--- src/pkg/usmc_pkg.sv ---
// Purpose: constants and types for the usart mode configuration block
// Assumes: apb with 32-bit data, one word per register
// Notes:   offsets of the registers are chosen locally
package usmc_pkg;

  // register byte offsets
  localparam logic [11:0] CFG_OFF    = 12'h000;
  localparam logic [11:0] TXDATA_OFF = 12'h004;
  localparam logic [11:0] RXDATA_OFF = 12'h008;
  localparam logic [11:0] ADDR_OFF   = 12'h00C;
  localparam logic [11:0] STAT_OFF   = 12'h010;
  localparam logic [11:0] BRG_OFF    = 12'h014;

  // configuration field positions
  localparam int CTS_GATE_BIT   = 9;
  localparam int SYNC_SEL_BIT   = 11;
  localparam int EDGE_SEL_BIT   = 12;
  localparam int MASTER_SEL_BIT = 14;
  localparam int LOOP_BIT       = 15;
  localparam int IR_SEL_BIT     = 16;
  localparam int TA_HOLD_BIT    = 18;
  localparam int HW_MATCH_BIT   = 19;
  localparam int OE_SEL_BIT     = 20;
  localparam int OE_POL_BIT     = 21;
  localparam int ADDR_DET_BIT   = 22;

  // writable bits of the configuration word; reserved bits 13 and 17 stay zero
  localparam logic [31:0] CFG_MASK  = 32'h007DDA00;
  localparam logic [31:0] CFG_RESET = 32'h00000000;
  localparam logic [15:0] BRG_RESET = 16'h0007;
  localparam logic [7:0]  ADDR_RESET = 8'h00;

  // character frame: start, 8 data, address/9th bit, stop
  localparam int FRAME_BITS = 11;
  // irda pulse is 3/16 of a bit
  localparam int IR_NUM = 3;
  localparam int IR_DEN = 16;

  // decoded mode bits
  typedef struct packed {
    logic cts_gate;
    logic sync_sel;
    logic edge_sel;
    logic master_sel;
    logic loopback;
    logic ir_sel;
    logic ta_hold;
    logic hw_match;
    logic oe_sel;
    logic oe_pol;
    logic addr_det;
  } usmc_mode_type;

  // one received character
  typedef struct packed {
    logic       addr_flag;
    logic [7:0] data;
  } usmc_char_type;

  typedef enum logic [3:0] {
    TX_IDLE  = 4'h1,
    TX_SHIFT = 4'h2,
    TX_HOLD  = 4'h4,
    TX_WAIT  = 4'h8
  } usmc_tx_state_type;

endpackage : usmc_pkg

--- src/usmc_sync2.sv ---
// Purpose: two flip-flop synchroniser for pins entering the pclk domain
// Assumes: input is a level from outside the clock's domain
// Notes:   first stage is read only by the second
`timescale 1ns/1ps
module usmc_sync2 #(
  parameter logic RST_VAL = 1'b1
) (
  input  wire logic pclk,
  input  wire logic presetn,
  input  wire logic d,
  output logic      q
);
  logic meta_r;

  // plain two-stage capture
  always_ff @(posedge pclk or negedge presetn) begin
    if (!presetn) begin
      meta_r <= RST_VAL;
      q      <= RST_VAL;
    end else begin
      meta_r <= d;
      q      <= meta_r;
    end
  end
endmodule : usmc_sync2

--- src/usmc_top.sv ---
// Purpose: usart core with the mode configuration fields over apb
// Assumes: pclk 125 MHz; serial clock slow enough to be oversampled
// Notes:   rxd, cts and slave serial clock pass two flops before use
//
// Implementation choices: the register offsets and the APB interface to the registers.
`timescale 1ns/1ps
// How it works
// - bit 11 picks async or sync framing
// - bit 12 picks receive sampling edge
// - bit 14 picks slave or master role
// - loopback feeds transmit into receiver
// - loopback still drives tx and rts pins
// - loopback routes rts into cts gating
// - bit 16 selects irda line form
// - no hold drops enable after stop
// - hold keeps enable one character more
// - new transmission during hold keeps enable
// - no hardware match leaves addressing to software
// - hardware match with bit 22 address detect compares against address register
// - cts gate pauses transmission between characters
// - oe select turns rts into driver enable
module usmc_top (
  input  wire logic        pclk,
  input  wire logic        presetn,
  input  wire logic        psel,
  input  wire logic        penable,
  input  wire logic        pwrite,
  input  wire logic [11:0] paddr,
  input  wire logic [31:0] pwdata,
  output logic      [31:0] prdata,
  output logic             pready,
  output logic             pslverr,
  input  wire logic        serial_rx_pin,
  output logic             serial_tx_pin,
  output logic             request_to_send_pin,
  input  wire logic        clear_to_send_pin,
  input  wire logic        sclk_in,
  output logic             sclk_out,
  output logic             sclk_oe
);
  logic [31:0] cfg_r;
  logic [15:0] brg_r;
  logic [7:0]  addr_r;
  usmc_pkg::usmc_mode_type mode;
  logic rx_s, cts_s, sclk_s;
  logic sclk_d_r;

  assign mode.cts_gate   = cfg_r[usmc_pkg::CTS_GATE_BIT];
  assign mode.sync_sel   = cfg_r[usmc_pkg::SYNC_SEL_BIT];
  assign mode.edge_sel   = cfg_r[usmc_pkg::EDGE_SEL_BIT];
  assign mode.master_sel = cfg_r[usmc_pkg::MASTER_SEL_BIT];
  assign mode.loopback   = cfg_r[usmc_pkg::LOOP_BIT];
  assign mode.ir_sel     = cfg_r[usmc_pkg::IR_SEL_BIT];
  assign mode.ta_hold    = cfg_r[usmc_pkg::TA_HOLD_BIT];
  assign mode.hw_match   = cfg_r[usmc_pkg::HW_MATCH_BIT];
  assign mode.oe_sel     = cfg_r[usmc_pkg::OE_SEL_BIT];
  assign mode.oe_pol     = cfg_r[usmc_pkg::OE_POL_BIT];
  assign mode.addr_det   = cfg_r[usmc_pkg::ADDR_DET_BIT];

  // pin inputs cross into pclk
  usmc_sync2 #(.RST_VAL(1'b1)) u_rx   (.pclk(pclk), .presetn(presetn), .d(serial_rx_pin),
                                        .q(rx_s));
  usmc_sync2 #(.RST_VAL(1'b1)) u_cts  (.pclk(pclk), .presetn(presetn), .d(clear_to_send_pin),
                                        .q(cts_s));
  usmc_sync2 #(.RST_VAL(1'b0)) u_sclk (.pclk(pclk), .presetn(presetn), .d(sclk_in),
                                        .q(sclk_s));

  // ---- bit timing -----------------------------------------------------
  logic [15:0] brg_cnt_r;
  logic        tick;      // one bit period elapsed (async / master)
  logic        mclk_r;    // master serial clock level
  logic        sclk_rise, sclk_fall;
  logic        clk_lvl;

  // baud divider: one tick each brg_r+1 pclk cycles
  always_ff @(posedge pclk or negedge presetn) begin
    if (!presetn) begin
      brg_cnt_r <= 16'h0000;
    end else if (brg_cnt_r >= brg_r) begin
      brg_cnt_r <= 16'h0000;
    end else begin
      brg_cnt_r <= brg_cnt_r + 16'h0001;
    end
  end
  assign tick = (brg_cnt_r >= brg_r);

  // master clock gen
  // master toggles its clock at half bit points so both edges exist
  always_ff @(posedge pclk or negedge presetn) begin
    if (!presetn) begin
      mclk_r <= 1'b0;
    end else if (brg_cnt_r == {1'b0, brg_r[15:1]} || tick) begin
      mclk_r <= ~mclk_r;
    end
  end

  assign clk_lvl = mode.master_sel ? mclk_r : sclk_s;
  always_ff @(posedge pclk or negedge presetn) begin
    if (!presetn) begin
      sclk_d_r <= 1'b0;
    end else begin
      sclk_d_r <= clk_lvl;
    end
  end
  assign sclk_rise = clk_lvl & ~sclk_d_r;
  assign sclk_fall = ~clk_lvl & sclk_d_r;

  logic rx_strobe, tx_strobe;
  assign rx_strobe = mode.sync_sel ? (mode.edge_sel ? sclk_rise : sclk_fall) : tick;
  // transmit changes on the opposite edge so data is stable at sampling
  assign tx_strobe = mode.sync_sel ? (mode.edge_sel ? sclk_fall : sclk_rise) : tick;

  // ---- transmitter ----------------------------------------------------
  usmc_pkg::usmc_tx_state_type tx_state_r;
  logic [10:0] tx_sh_r;
  logic [3:0]  tx_cnt_r;
  logic [3:0]  hold_cnt_r;
  logic [8:0]  tx_buf_r;
  logic        tx_buf_full_r;
  logic        tx_line;
  logic        rts_flow_r;   // receiver ready to accept
  logic        cts_eff;
  logic        oe_active;

  assign cts_eff = mode.loopback ? rts_flow_r : ~cts_s;  // pin cts is active low

  // transmit state machine
  always_ff @(posedge pclk or negedge presetn) begin
    if (!presetn) begin
      tx_state_r <= usmc_pkg::TX_IDLE;
      tx_sh_r    <= 11'h7FF;
      tx_cnt_r   <= 4'h0;
      hold_cnt_r <= 4'h0;
    end else begin
      case (tx_state_r)
        usmc_pkg::TX_IDLE, usmc_pkg::TX_HOLD: begin
          if (tx_buf_full_r && (!mode.cts_gate || cts_eff) && tx_strobe) begin
            tx_sh_r    <= {1'b1, tx_buf_r, 1'b0};
            tx_cnt_r   <= 4'(usmc_pkg::FRAME_BITS - 1);
            tx_state_r <= usmc_pkg::TX_SHIFT;
          end else if (tx_state_r == usmc_pkg::TX_HOLD && tick) begin
            if (hold_cnt_r == 4'h0) begin
              tx_state_r <= usmc_pkg::TX_IDLE;
            end else begin
              hold_cnt_r <= hold_cnt_r - 4'h1;
            end
          end
        end
        usmc_pkg::TX_SHIFT: begin
          if (tx_strobe) begin
            if (tx_cnt_r == 4'h0) begin
              tx_sh_r <= 11'h7FF;
              hold_cnt_r <= 4'(usmc_pkg::FRAME_BITS - 1);
              tx_state_r <= mode.ta_hold ? usmc_pkg::TX_HOLD : usmc_pkg::TX_IDLE;
            end else begin
              tx_sh_r  <= {1'b1, tx_sh_r[10:1]};
              tx_cnt_r <= tx_cnt_r - 4'h1;
            end
          end
        end
        default: tx_state_r <= usmc_pkg::TX_IDLE;
      endcase
    end
  end
  assign tx_line   = tx_sh_r[0];
  assign oe_active = (tx_state_r == usmc_pkg::TX_SHIFT) || (tx_state_r == usmc_pkg::TX_HOLD);

  // ---- irda encode ----------------------------------------------------
  logic [15:0] ir_cnt_r;
  logic        ir_pulse;
  always_ff @(posedge pclk or negedge presetn) begin
    if (!presetn) begin
      ir_cnt_r <= 16'h0000;
    end else if (tick) begin
      ir_cnt_r <= 16'h0000;
    end else begin
      ir_cnt_r <= ir_cnt_r + 16'h0001;
    end
  end
  // pulse covers the first 3/16 of each zero bit
  assign ir_pulse = ~tx_line &&
                    (20'(ir_cnt_r) * 20'(usmc_pkg::IR_DEN) < 20'(brg_r) * 20'(usmc_pkg::IR_NUM));

  // ---- receiver -------------------------------------------------------
  logic       rx_in;
  logic       rx_bit;
  logic [9:0] rx_sh_r;
  logic [3:0] rx_cnt_r;
  logic       rx_busy_r;
  logic [8:0] rx_buf_r;
  logic       rx_full_r;
  logic       match_ok;

  assign rx_in  = mode.loopback ? tx_line : rx_s;
  assign rx_bit = (mode.ir_sel && !mode.loopback) ? ~rx_in : rx_in;

  assign match_ok = !mode.addr_det || !mode.hw_match || !rx_sh_r[9]
                    || (rx_sh_r[8:1] == addr_r);

  // receive shift: start at a low bit, take data, store on stop
  always_ff @(posedge pclk or negedge presetn) begin
    if (!presetn) begin
      rx_sh_r   <= 10'h000;
      rx_cnt_r  <= 4'h0;
      rx_busy_r <= 1'b0;
      rx_buf_r  <= 9'h000;
      rx_full_r <= 1'b0;
    end else begin
      if (rx_strobe) begin
        if (!rx_busy_r) begin
          if (!rx_bit) begin
            rx_busy_r <= 1'b1;
            rx_cnt_r  <= 4'(usmc_pkg::FRAME_BITS - 1);
          end
        end else if (rx_cnt_r == 4'h1) begin
          rx_busy_r <= 1'b0;
          rx_cnt_r  <= 4'h0;
          if (match_ok) begin
            rx_buf_r  <= rx_sh_r[9:1];
            rx_full_r <= 1'b1;
          end
        end else begin
          rx_sh_r  <= {rx_bit, rx_sh_r[9:1]};
          rx_cnt_r <= rx_cnt_r - 4'h1;
        end
      end
      // reading data frees the buffer; a new store in that cycle wins
      if (psel && penable && !pready && !pwrite && paddr == usmc_pkg::RXDATA_OFF
          && !(rx_strobe && rx_busy_r && rx_cnt_r == 4'h1 && match_ok)) begin
        rx_full_r <= 1'b0;
      end
    end
  end

  // receiver asks for more data while its buffer is empty
  always_ff @(posedge pclk or negedge presetn) begin
    if (!presetn) begin
      rts_flow_r <= 1'b0;
    end else begin
      rts_flow_r <= ~rx_full_r;
    end
  end

  // ---- apb slave ------------------------------------------------------
  logic acc;
  assign acc = psel && penable && !pready;

  // single wait state: pready pulses in the second access cycle
  always_ff @(posedge pclk or negedge presetn) begin
    if (!presetn) begin
      pready  <= 1'b0;
      pslverr <= 1'b0;
      prdata  <= 32'h00000000;
    end else begin
      pready  <= acc;
      pslverr <= 1'b0;
      if (acc) begin
        if (paddr == usmc_pkg::CFG_OFF) begin
          prdata <= cfg_r;
        end else if (paddr == usmc_pkg::RXDATA_OFF) begin
          prdata <= {23'h000000, rx_buf_r};
        end else if (paddr == usmc_pkg::ADDR_OFF) begin
          prdata <= {24'h000000, addr_r};
        end else if (paddr == usmc_pkg::STAT_OFF) begin
          prdata <= {27'h0000000, oe_active, rx_busy_r, ~tx_buf_full_r,
                     tx_state_r == usmc_pkg::TX_IDLE, rx_full_r};
        end else if (paddr == usmc_pkg::BRG_OFF) begin
          prdata <= {16'h0000, brg_r};
        end else if (paddr == usmc_pkg::TXDATA_OFF) begin
          prdata <= 32'h00000000;
        end else begin
          prdata  <= 32'h00000000;
          pslverr <= 1'b1;
        end
      end
    end
  end

  // register writes land in the first access cycle
  always_ff @(posedge pclk or negedge presetn) begin
    if (!presetn) begin
      cfg_r  <= usmc_pkg::CFG_RESET;
      brg_r  <= usmc_pkg::BRG_RESET;
      addr_r <= usmc_pkg::ADDR_RESET;
    end else if (acc && pwrite) begin
      if (paddr == usmc_pkg::CFG_OFF) begin
        cfg_r <= pwdata & usmc_pkg::CFG_MASK;
      end else if (paddr == usmc_pkg::BRG_OFF) begin
        brg_r <= pwdata[15:0];
      end else if (paddr == usmc_pkg::ADDR_OFF) begin
        addr_r <= pwdata[7:0];
      end
    end
  end

  // transmit holding word; a write while full is dropped
  always_ff @(posedge pclk or negedge presetn) begin
    if (!presetn) begin
      tx_buf_r      <= 9'h000;
      tx_buf_full_r <= 1'b0;
    end else if (acc && pwrite && paddr == usmc_pkg::TXDATA_OFF && !tx_buf_full_r) begin
      tx_buf_r      <= pwdata[8:0];
      tx_buf_full_r <= 1'b1;
    end else if ((tx_state_r == usmc_pkg::TX_IDLE || tx_state_r == usmc_pkg::TX_HOLD)
                 && tx_buf_full_r && (!mode.cts_gate || cts_eff) && tx_strobe) begin
      tx_buf_full_r <= 1'b0;
    end
  end

  // ---- pins -----------------------------------------------------------
  // all outputs registered to avoid glitches on the pins
  always_ff @(posedge pclk or negedge presetn) begin
    if (!presetn) begin
      serial_tx_pin       <= 1'b1;
      request_to_send_pin <= 1'b1;
      sclk_out            <= 1'b0;
      sclk_oe             <= 1'b0;
    end else begin
      serial_tx_pin <= mode.ir_sel ? ir_pulse : tx_line;
      request_to_send_pin <= mode.oe_sel ? (oe_active ~^ mode.oe_pol) : ~rts_flow_r;
      sclk_out <= mclk_r;
      sclk_oe  <= mode.sync_sel && mode.master_sel;
    end
  end

endmodule : usmc_top

--- config.mk ---
export PLATFORM = sky130hd
export DESIGN_NAME = usmc_top
export DESIGN_NICKNAME = d
export VERILOG_FILES = /design/src/pkg/usmc_pkg.sv /design/src/usmc_sync2.sv /design/src/usmc_top.sv
export SDC_FILE = /design/constraint.sdc
export NUM_CORES = 1
export LEC_CHECK = 0
export ABC_AREA = 1
export BUFFER_PORTS_ARGS = -buffer_cell sky130_fd_sc_hd__buf_2
export CAP_MARGIN = 20
export CORE_MARGIN = 2
export CORE_UTILIZATION = 30
export CTS_BUF_LIST = sky130_fd_sc_hd__clkbuf_2
export CTS_CLUSTER_DIAMETER = 200
export DETAILED_ROUTE_END_ITERATION = 6
export PLACE_DENSITY = 0.44
export SYNTH_ARGS = -nofsm -noshare
export SYNTH_HDL_FRONTEND = slang
export SYNTH_SLANG_ARGS = --single-unit
export TNS_END_PERCENT = 50
--- constraint.sdc ---
create_clock -name pclk -period 4.5 [get_ports pclk]
set_input_delay 0.225 -clock pclk [delete_from_list [all_inputs] [get_ports pclk]]
set_output_delay 0.225 -clock pclk [all_outputs]
set_load 0.005 [all_outputs]
==> results.sh, run 1 <==
export IMPL_crit_path_max_fanout=5
export IMPL_rsz0062_at_grt="false"
export IMPL_r2r_setup_slack_ps=1170
export IMPL_yosysWarnings=0
export IMPL_worstPathArrival_ps=4100
export IMPL_grt_pass1_wl_mm=40.4
export IMPL_cp_cell_sequence="nand2_1 > inv_1 > fa_1 > nand3_1 > nand3_1 > a21oi_1 > o21bai_1 > nand3_1 > nand4_1 > xor2_1 > ha_1 > nand4_1 > nor4_1 > nand4_1 > nand4_1 > o21ai_0"
export IMPL_grt_overflow=0
export IMPL_endpoint_kind="flop"
export IMPL_path_clk_slew_ps=300
export IMPL_nFillCells=3120
export IMPL_setup_violations=0
export IMPL_worstHoldEndpoint="prdata[5]$_DFFE_PN0P_"
export IMPL_start_util_pct=30.6
export IMPL_dr_total_vias=7324
export IMPL_cts_tree="done"
export IMPL_ctsResizeCount=0
export IMPL_routed_wl_mm=25.0
export IMPL_pwr_share_clk_pct=32.1
export IMPL_rows=63
export IMPL_hold_start="paddr[1]"
export IMPL_htree_num_levels=4
export IMPL_netlist_area_leader_share_pct=38.3
export IMPL_dieArea_um2=31700
export IMPL_wl_per_cell_um=15.7
export IMPL_slew_headroom_pct=30.8
export IMPL_p_int_uw=1760
export IMPL_combPwrFrac_pct=10.5
export IMPL_tightestPinTransition_ps=1030
export IMPL_path_buf_inv=1
export IMPL_status="completed"
export IMPL_grt_pass1_vias=7163
export IMPL_cts_buffers_inserted=17
export IMPL_nNetsFinal=1294
export IMPL_fin_area_um2=10500
export IMPL_yosysTopAreaCell="dfrtp_1"
export IMPL_cpLargestDelayFamily="simple AND/OR/NAND/NOR gates"
export IMPL_clkSinkCount=159
export IMPL_timing_rr_start="brg_r[0]$_DFFE_PN1P_"
export IMPL_cap_violations=0
export IMPL_ant_nets=0
export IMPL_cp_required_ps=5270
export IMPL_placed_area_um2=9820
export IMPL_yosysSeqAreaShare_pct=44.1
export IMPL_hold_class="input port to flop"
export IMPL_max_vdd_ir_drop_mv=0.127
export IMPL_avgSynthCellArea_um2=8.49
export IMPL_clockRootBuffer="clkbuf_2"
export IMPL_power_density_nw_per_um2=247
export IMPL_async_flop_share_pct=100
export IMPL_seqPwrFrac_pct=57.4
export IMPL_synthCells=1071
export IMPL_fin_tns_setup_ps=0
export IMPL_ioPinCount=90
export IMPL_synthFlopType="dfrtp_1"
export IMPL_fin_skew_ps=74.6
export IMPL_via_per_inst=4.60
export IMPL_worstRegToRegCells=16
export IMPL_fmax_mhz=300
export IMPL_timing_rr_end="serial_tx_pin$_DFF_PN1_"
export IMPL_gp_congestion=0.804
export IMPL_synth_edff_count=0
export IMPL_report_final_hold_viol_count=0
export IMPL_dp_hpwl_mm=18.0
export IMPL_synth_distinct_cells=57
export IMPL_area_growth_pct=15.9
export IMPL_seqCellArea_um2=4000
export IMPL_drive_above_1_share_pct=17.2
export IMPL_swShare_pct=32.2
export IMPL_die_h_um=178
export IMPL_clockBufferDepth=2
export IMPL_core_area_um2=29700
export IMPL_port_buffers=69
export IMPL_final_cell_mix="nand2_1 (243), dfrtp_1 (139), inv_1 (125), buf_2 (68), nor2_1 (61)"
export IMPL_fin_crit_ps=3330
export IMPL_multi_input_area_um2=4410
export IMPL_ys_ff_latch=159
export IMPL_p_sw_uw=838
export IMPL_grt_antenna_before_repair=1
export IMPL_global_route_usage_total_pct=16.8
export IMPL_drt_pass1_iterations=5
export IMPL_cpMaxStageDelayCell="dfstp_2"
export IMPL_die_w_um=178
export IMPL_netlist_area_um2=9090
export IMPL_worstHoldPathCells=7
export IMPL_cpMostUsedCell="nand4_1"
export IMPL_drtIter0Drc=386
export IMPL_layout_commonest_cell="nand2_1"
export IMPL_drc=0
export IMPL_postCtsSetupBuffers=0
export IMPL_p_leak_uw=0.00515
export IMPL_maxSlewViolCount=0
export IMPL_max_stage_delay_ps=480
export IMPL_synth_area_top_cells="dfrtp_1 (38%), nand2_1 (10%), ha_1 (7.2%)"
export IMPL_finalCritPeriodShare_pct=74.0
export IMPL_grt_start_max_net_pins=51
export IMPL_critPathLaunchType="flop"
export IMPL_worstSetupPathType="flop to flop"
export IMPL_clk_latency_ps=810
layout make-up:
cell class | instances | share of cell area (%)
tap | 390 | 4.63
clock inverter | 15 | 1.58
antenna | 1 | 0.0238
multi-input combinational | 753 | 41.9
timing repair buffer | 120 | 8.14
inverter | 138 | 4.92
sequential | 159 | 38.0
clock buffer | 17 | 0.808
routing by layer:
layer / up-vias / track usage (%) / routed length [µm]
li1: 3771 / - / -
met1: 3402 / 24.1 / 12500
met2: 132 / 25.9 / 11100
met3: 19 / 3.09 / 969
met4: 0 / 4.20 / 321
met5: - / 0 / 0
worst register-to-register path: stages, from the launching register on:
cell	delay, ps
dfstp_2	480
nand2_1	90
inv_1	50
fa_1	400
nand3_1	100
nand3_1	130
a21oi_1	170
o21bai_1	130
nand3_1	100
nand4_1	150
xor2_1	190
ha_1	320
nand4_1	100
nor4_1	370
nand4_1	200
nand4_1	220
o21ai_0	100
flip-flops by register name (all words and copies together), names as in the netlist, 10 cells and up:
register / cells
prdata: 22
brg_cnt_r: 16
brg_r: 16
ir_cnt_r: 16
cfg_r: 11
tx_sh_r: 10
through the flow:
stage | std cells | utilization [%] | total power (µW) | setup slack [ps] | hold slack, ps
5_1_grt | 1593 | 35.4 | 2760 | 695 | 39.4
2_1_floorplan | 1080 | - | 1660 | 1850 | -70.6
6_report | 1593 | 35.4 | 2600 | 1170 | 110
4_1_cts | 1592 | 35.4 | 2660 | 1130 | 3.71
3_3_place_gp | 1515 | 33.0 | 1760 | 1270 | 332
3_5_place_dp | 1515 | 33.0 | 1760 | 1180 | 331
worst max path at each step:
| stage | from | slack [ps] | end | depth (start not counted) |
|---|---|---|---|---|
| floorplan | brg_r[1]$_DFFE_PN1P_ | 1850 | serial_tx_pin$_DFF_PN1_ | 15 |
| global placement | brg_r[1]$_DFFE_PN1P_ | 1270 | serial_tx_pin$_DFF_PN1_ | 16 |
| detailed placement | brg_r[1]$_DFFE_PN1P_ | 1180 | serial_tx_pin$_DFF_PN1_ | 15 |
| CTS | brg_r[1]$_DFFE_PN1P_ | 1130 | serial_tx_pin$_DFF_PN1_ | 15 |
| global route | brg_r[2]$_DFFE_PN1P_ | 690 | serial_tx_pin$_DFF_PN1_ | 14 |
| finish | brg_r[0]$_DFFE_PN1P_ | 1170 | serial_tx_pin$_DFF_PN1_ | 16 |
Yosys cell counts (5+ instances only):
cell and number:
ha_1 52, inv_2 11, nor3_2 5, a21oi_1 48, nand2_1 243, o21ai_0 54, buf_2 5, dfrtp_1 139
nor4_1 5, buf_4 11, xor2_1 19, clkbuf_1 10, o221ai_1 10, nor3_4 5, inv_1 125, nand3_1 43
nor3_1 22, nor2_4 6, nand3_2 9, nand2_2 10, nand4_1 12, o21a_1 6, nor2_1 61, xnor2_1 18
o21ai_1 39, dfstp_2 20, o22ai_1 14, nor2_2 13
cells by family (layout without fill, tap and decap cells):
family | after synthesis | count (layout) | share of synthesized area [%]
adder cells (fa/ha/maj) | 53 | 53 | 7.38
other | 1 | 11 | 0.0413
buffers and inverters | 168 | 290 | 7.79
AND/OR/NAND/NOR | 447 | 447 | 23.6
AO/OA/AOI/OAI | 201 | 201 | 13.0
multiplexers | 5 | 5 | 0.606
flip-flops | 159 | 159 | 44.1
XOR/XNOR | 37 | 37 | 3.57
power groups by stage:
stage | sequential [µW] | combinational (µW) | clock [µW]
final | 1490 | 274 | 834
after global routing | 1500 | 321 | 941
after CTS | 1490 | 280 | 885
after detailed placement | 1510 | 251 | 0
after global placement | 1510 | 249 | 0
after floorplan | 1510 | 154 | 0
repair_timing:
action | 4_1_cts | 5_1_grt
endpoints found under the hold margin | 141 | 0
hold buffers | 45 | 0
setup endpoints to repair | 0 | 0
No activity file was read; power rests on OpenSTA's default activity.
==> run 2, diff against run 1 <==
==> constraint.sdc (replaced) <==
create_clock -name pclk -period 3.25 [get_ports pclk]
set_input_delay 0.1625 -clock pclk [delete_from_list [all_inputs] [get_ports pclk]]
set_output_delay 0.1625 -clock pclk [all_outputs]
set_load 0.005 [all_outputs]
==> run 2 against run 1 <==
Sequential power up 38%. Die area is the same. Routed wire length up 3.5%. Cell count up 1.6%. Clock skew up 1.7 ps. Clock power increased by 43%. First-iteration DRC count grew 12%. Via count grew 2.3%. Worst setup slack got worse by 1000 ps. Utilization increased by 0.97 points. Critical path depth is 3 lower. Highest routed layer unchanged.
==> results.sh, run 2 (same netlist as run 1, synthesis figures left out) <==
export IMPL_fin_skew_ps=76.3
export IMPL_hold_start="paddr[10]"
export IMPL_setup_violations=0
export IMPL_tightestPinTransition_ps=718
export IMPL_cp_cell_sequence="dlygate4sd3_1 > buf_2 > or2_4 > dlygate4sd3_1 > nor3_1 > nand2_1 > buf_4 > inv_2 > nand2_4 > nor2_1 > dlygate4sd3_1 > a21oi_1 > dlygate4sd3_1"
export IMPL_finalCritPeriodShare_pct=94.7
export IMPL_drive_above_1_share_pct=19.0
export IMPL_dp_hpwl_mm=19.0
export IMPL_cts_tree="done"
export IMPL_ant_nets=0
export IMPL_worstHoldPathCells=8
export IMPL_clockBufferDepth=2
export IMPL_report_final_hold_viol_count=0
export IMPL_start_util_pct=30.6
export IMPL_clkSinkCount=159
export IMPL_drc=0
export IMPL_cap_violations=0
export IMPL_startpoint="paddr[1]"
export IMPL_worstSetupPathType="input port to flop"
export IMPL_fmax_mhz=325
export IMPL_via_per_inst=4.63
export IMPL_worstRegToRegCells=15
export IMPL_met3_usage_pct=2.96
export IMPL_busiest_layer="met2"
export IMPL_wl_per_cell_um=16.0
export IMPL_drtIter0Drc=431
export IMPL_fin_cells=1619
export IMPL_final_cell_mix="nand2_1 (243), dfrtp_1 (139), inv_1 (125), buf_2 (68), nor2_1 (61)"
export IMPL_dp_slack_ps=52.9
export IMPL_r2r_setup_slack_ps=180
export IMPL_cp_required_ps=3960
export IMPL_clockRootBuffer="clkbuf_2"
export IMPL_crit_path_max_fanout=18
export IMPL_largest_reg_flops=22
export IMPL_layout_setup_ws_ps=171
export IMPL_grt_overflow=0
export IMPL_rows=63
export IMPL_dr_total_vias=7493
export IMPL_grt_util_met2_pct=26.8
export IMPL_die_h_um=178
export IMPL_fin_crit_ps=3080
export IMPL_core_area_um2=29700
export IMPL_critPathLaunchType="input port"
export IMPL_global_route_usage_total_pct=16.9
export IMPL_slew_headroom_pct=51.6
export IMPL_dp_cells=1528
export IMPL_worstHoldEndpoint="prdata[0]$_DFFE_PN0P_"
export IMPL_p_leak_uw=0.00532
export IMPL_endpoint_kind="flop"
export IMPL_power_density_nw_per_um2=337
export IMPL_grt_pass1_wl_mm=40.9
export IMPL_routed_wl_mm=25.9
export IMPL_timing_rr_start="brg_r[1]$_DFFE_PN1P_"
export IMPL_status="completed"
export IMPL_nNetsFinal=1320
export IMPL_die_w_um=178
export IMPL_maxSlewViolCount=0
export IMPL_area_growth_pct=19.1
export IMPL_worstPathArrival_ps=3790
export IMPL_path_clk_slew_ps=320
export IMPL_cpMostUsedCell="dlygate4sd3_1"
export IMPL_port_buffers=69
export IMPL_timing_rr_end="serial_tx_pin$_DFF_PN1_"
export IMPL_cpMaxStageDelayCell="dlygate4sd3_1"
export IMPL_drt_pass1_iterations=5
export IMPL_hold_class="input port to flop"
export IMPL_clk_latency_ps=810
export IMPL_htree_num_levels=4
export IMPL_grt_start_max_net_pins=58
export IMPL_ioPinCount=90
export IMPL_gp_congestion=0.772
export IMPL_cts_buffers_inserted=17
export IMPL_fin_tns_setup_ps=0
export IMPL_max_vdd_ir_drop_mv=0.177
export IMPL_max_stage_delay_ps=630
export IMPL_grt_use_met1_pct=24.2
export IMPL_grt_antenna_before_repair=1
export IMPL_regMostFlops="prdata"
export IMPL_layout_commonest_cell="nand2_1"
export IMPL_dieArea_um2=31700
export IMPL_grt_pass1_vias=7259
export IMPL_holdWs_ps=157
-- run 2: cell types whose count changed in the layout (fill, tap and decap cells not counted), moves of 2 or more --
cell / change
a21oi_1: -4
a21oi_2: +4
buf_4: +16
clkinv_4: -4
clkinvlp_4: +3
dlygate4sd3_1: +9
o21ai_0: -2
-- run 2: power by group --
| part | switching, µW | internal (µW) | leakage, µW | total [µW] |
|---|---|---|---|---|
| clock network | 872 | 322 | 0.000147 | 1190 |
| logic | 240 | 151 | 0.00310 | 392 |
| registers | 33.2 | 2030 | 0.00207 | 2060 |
-- run 2: repair_timing --
action / 4_1_cts / 5_1_grt
gates resized for setup: 2 / 10
setup buffers: 0 / 4
hold buffers: 54 / 0
endpoints found under the setup margin: 1 / 1
hold endpoints to repair: 218 / 0
pin swaps: 0 / 4
-- run 2: worst max-delay path by stage --
| stage | end | cells past startpoint |
|---|---|---|
| final | cfg_r[16]$_DFFE_PN0P_ | 13 |
| after floorplan | serial_tx_pin$_DFF_PN1_ | 15 |
| after global routing | serial_tx_pin$_DFF_PN1_ | 15 |
| after CTS | serial_tx_pin$_DFF_PN1_ | 16 |
| after global placement | serial_tx_pin$_DFF_PN1_ | 15 |
| after detailed placement | serial_tx_pin$_DFF_PN1_ | 15 |
-- run 2: worst max-delay path, delay by kind of cell --
kind	cells	cell delay, ps
AND/OR/NAND/NOR	5	880
buffers and inverters	7	2690
AO/OA/AOI/OAI	1	40
-- run 2: final cells by class --
cell class	count	area, µm²
Clock buffer	17	85.1
Antenna cell	1	2.50
Inverter	138	518
Tap cell	390	488
Sequential cell	159	4000
Clock inverter	15	173
Timing Repair Buffer	146	1090
Fill cell	3113	18900
Multi-Input combinational cell	753	4460
-- run 2: routing by layer --
layer | share of wire (%) | up-vias
met2 | 46 | 126
met4 | 0.71 | 0
li1 | - | 3824
met5 | 0 | -
met1 | 50 | 3532
met3 | 3.4 | 11
-- run 2: stage by stage --
step                utilization [%]  total power [µW]  instance area (µm²)
detailed placement             33.4              2450                 9930
global route                   36.4              3850                10800
CTS                            36.2              3720                10700
finish                         36.4              3650                10800
floorplan                         -              2300                 9120
global placement               33.4              2450                 9930
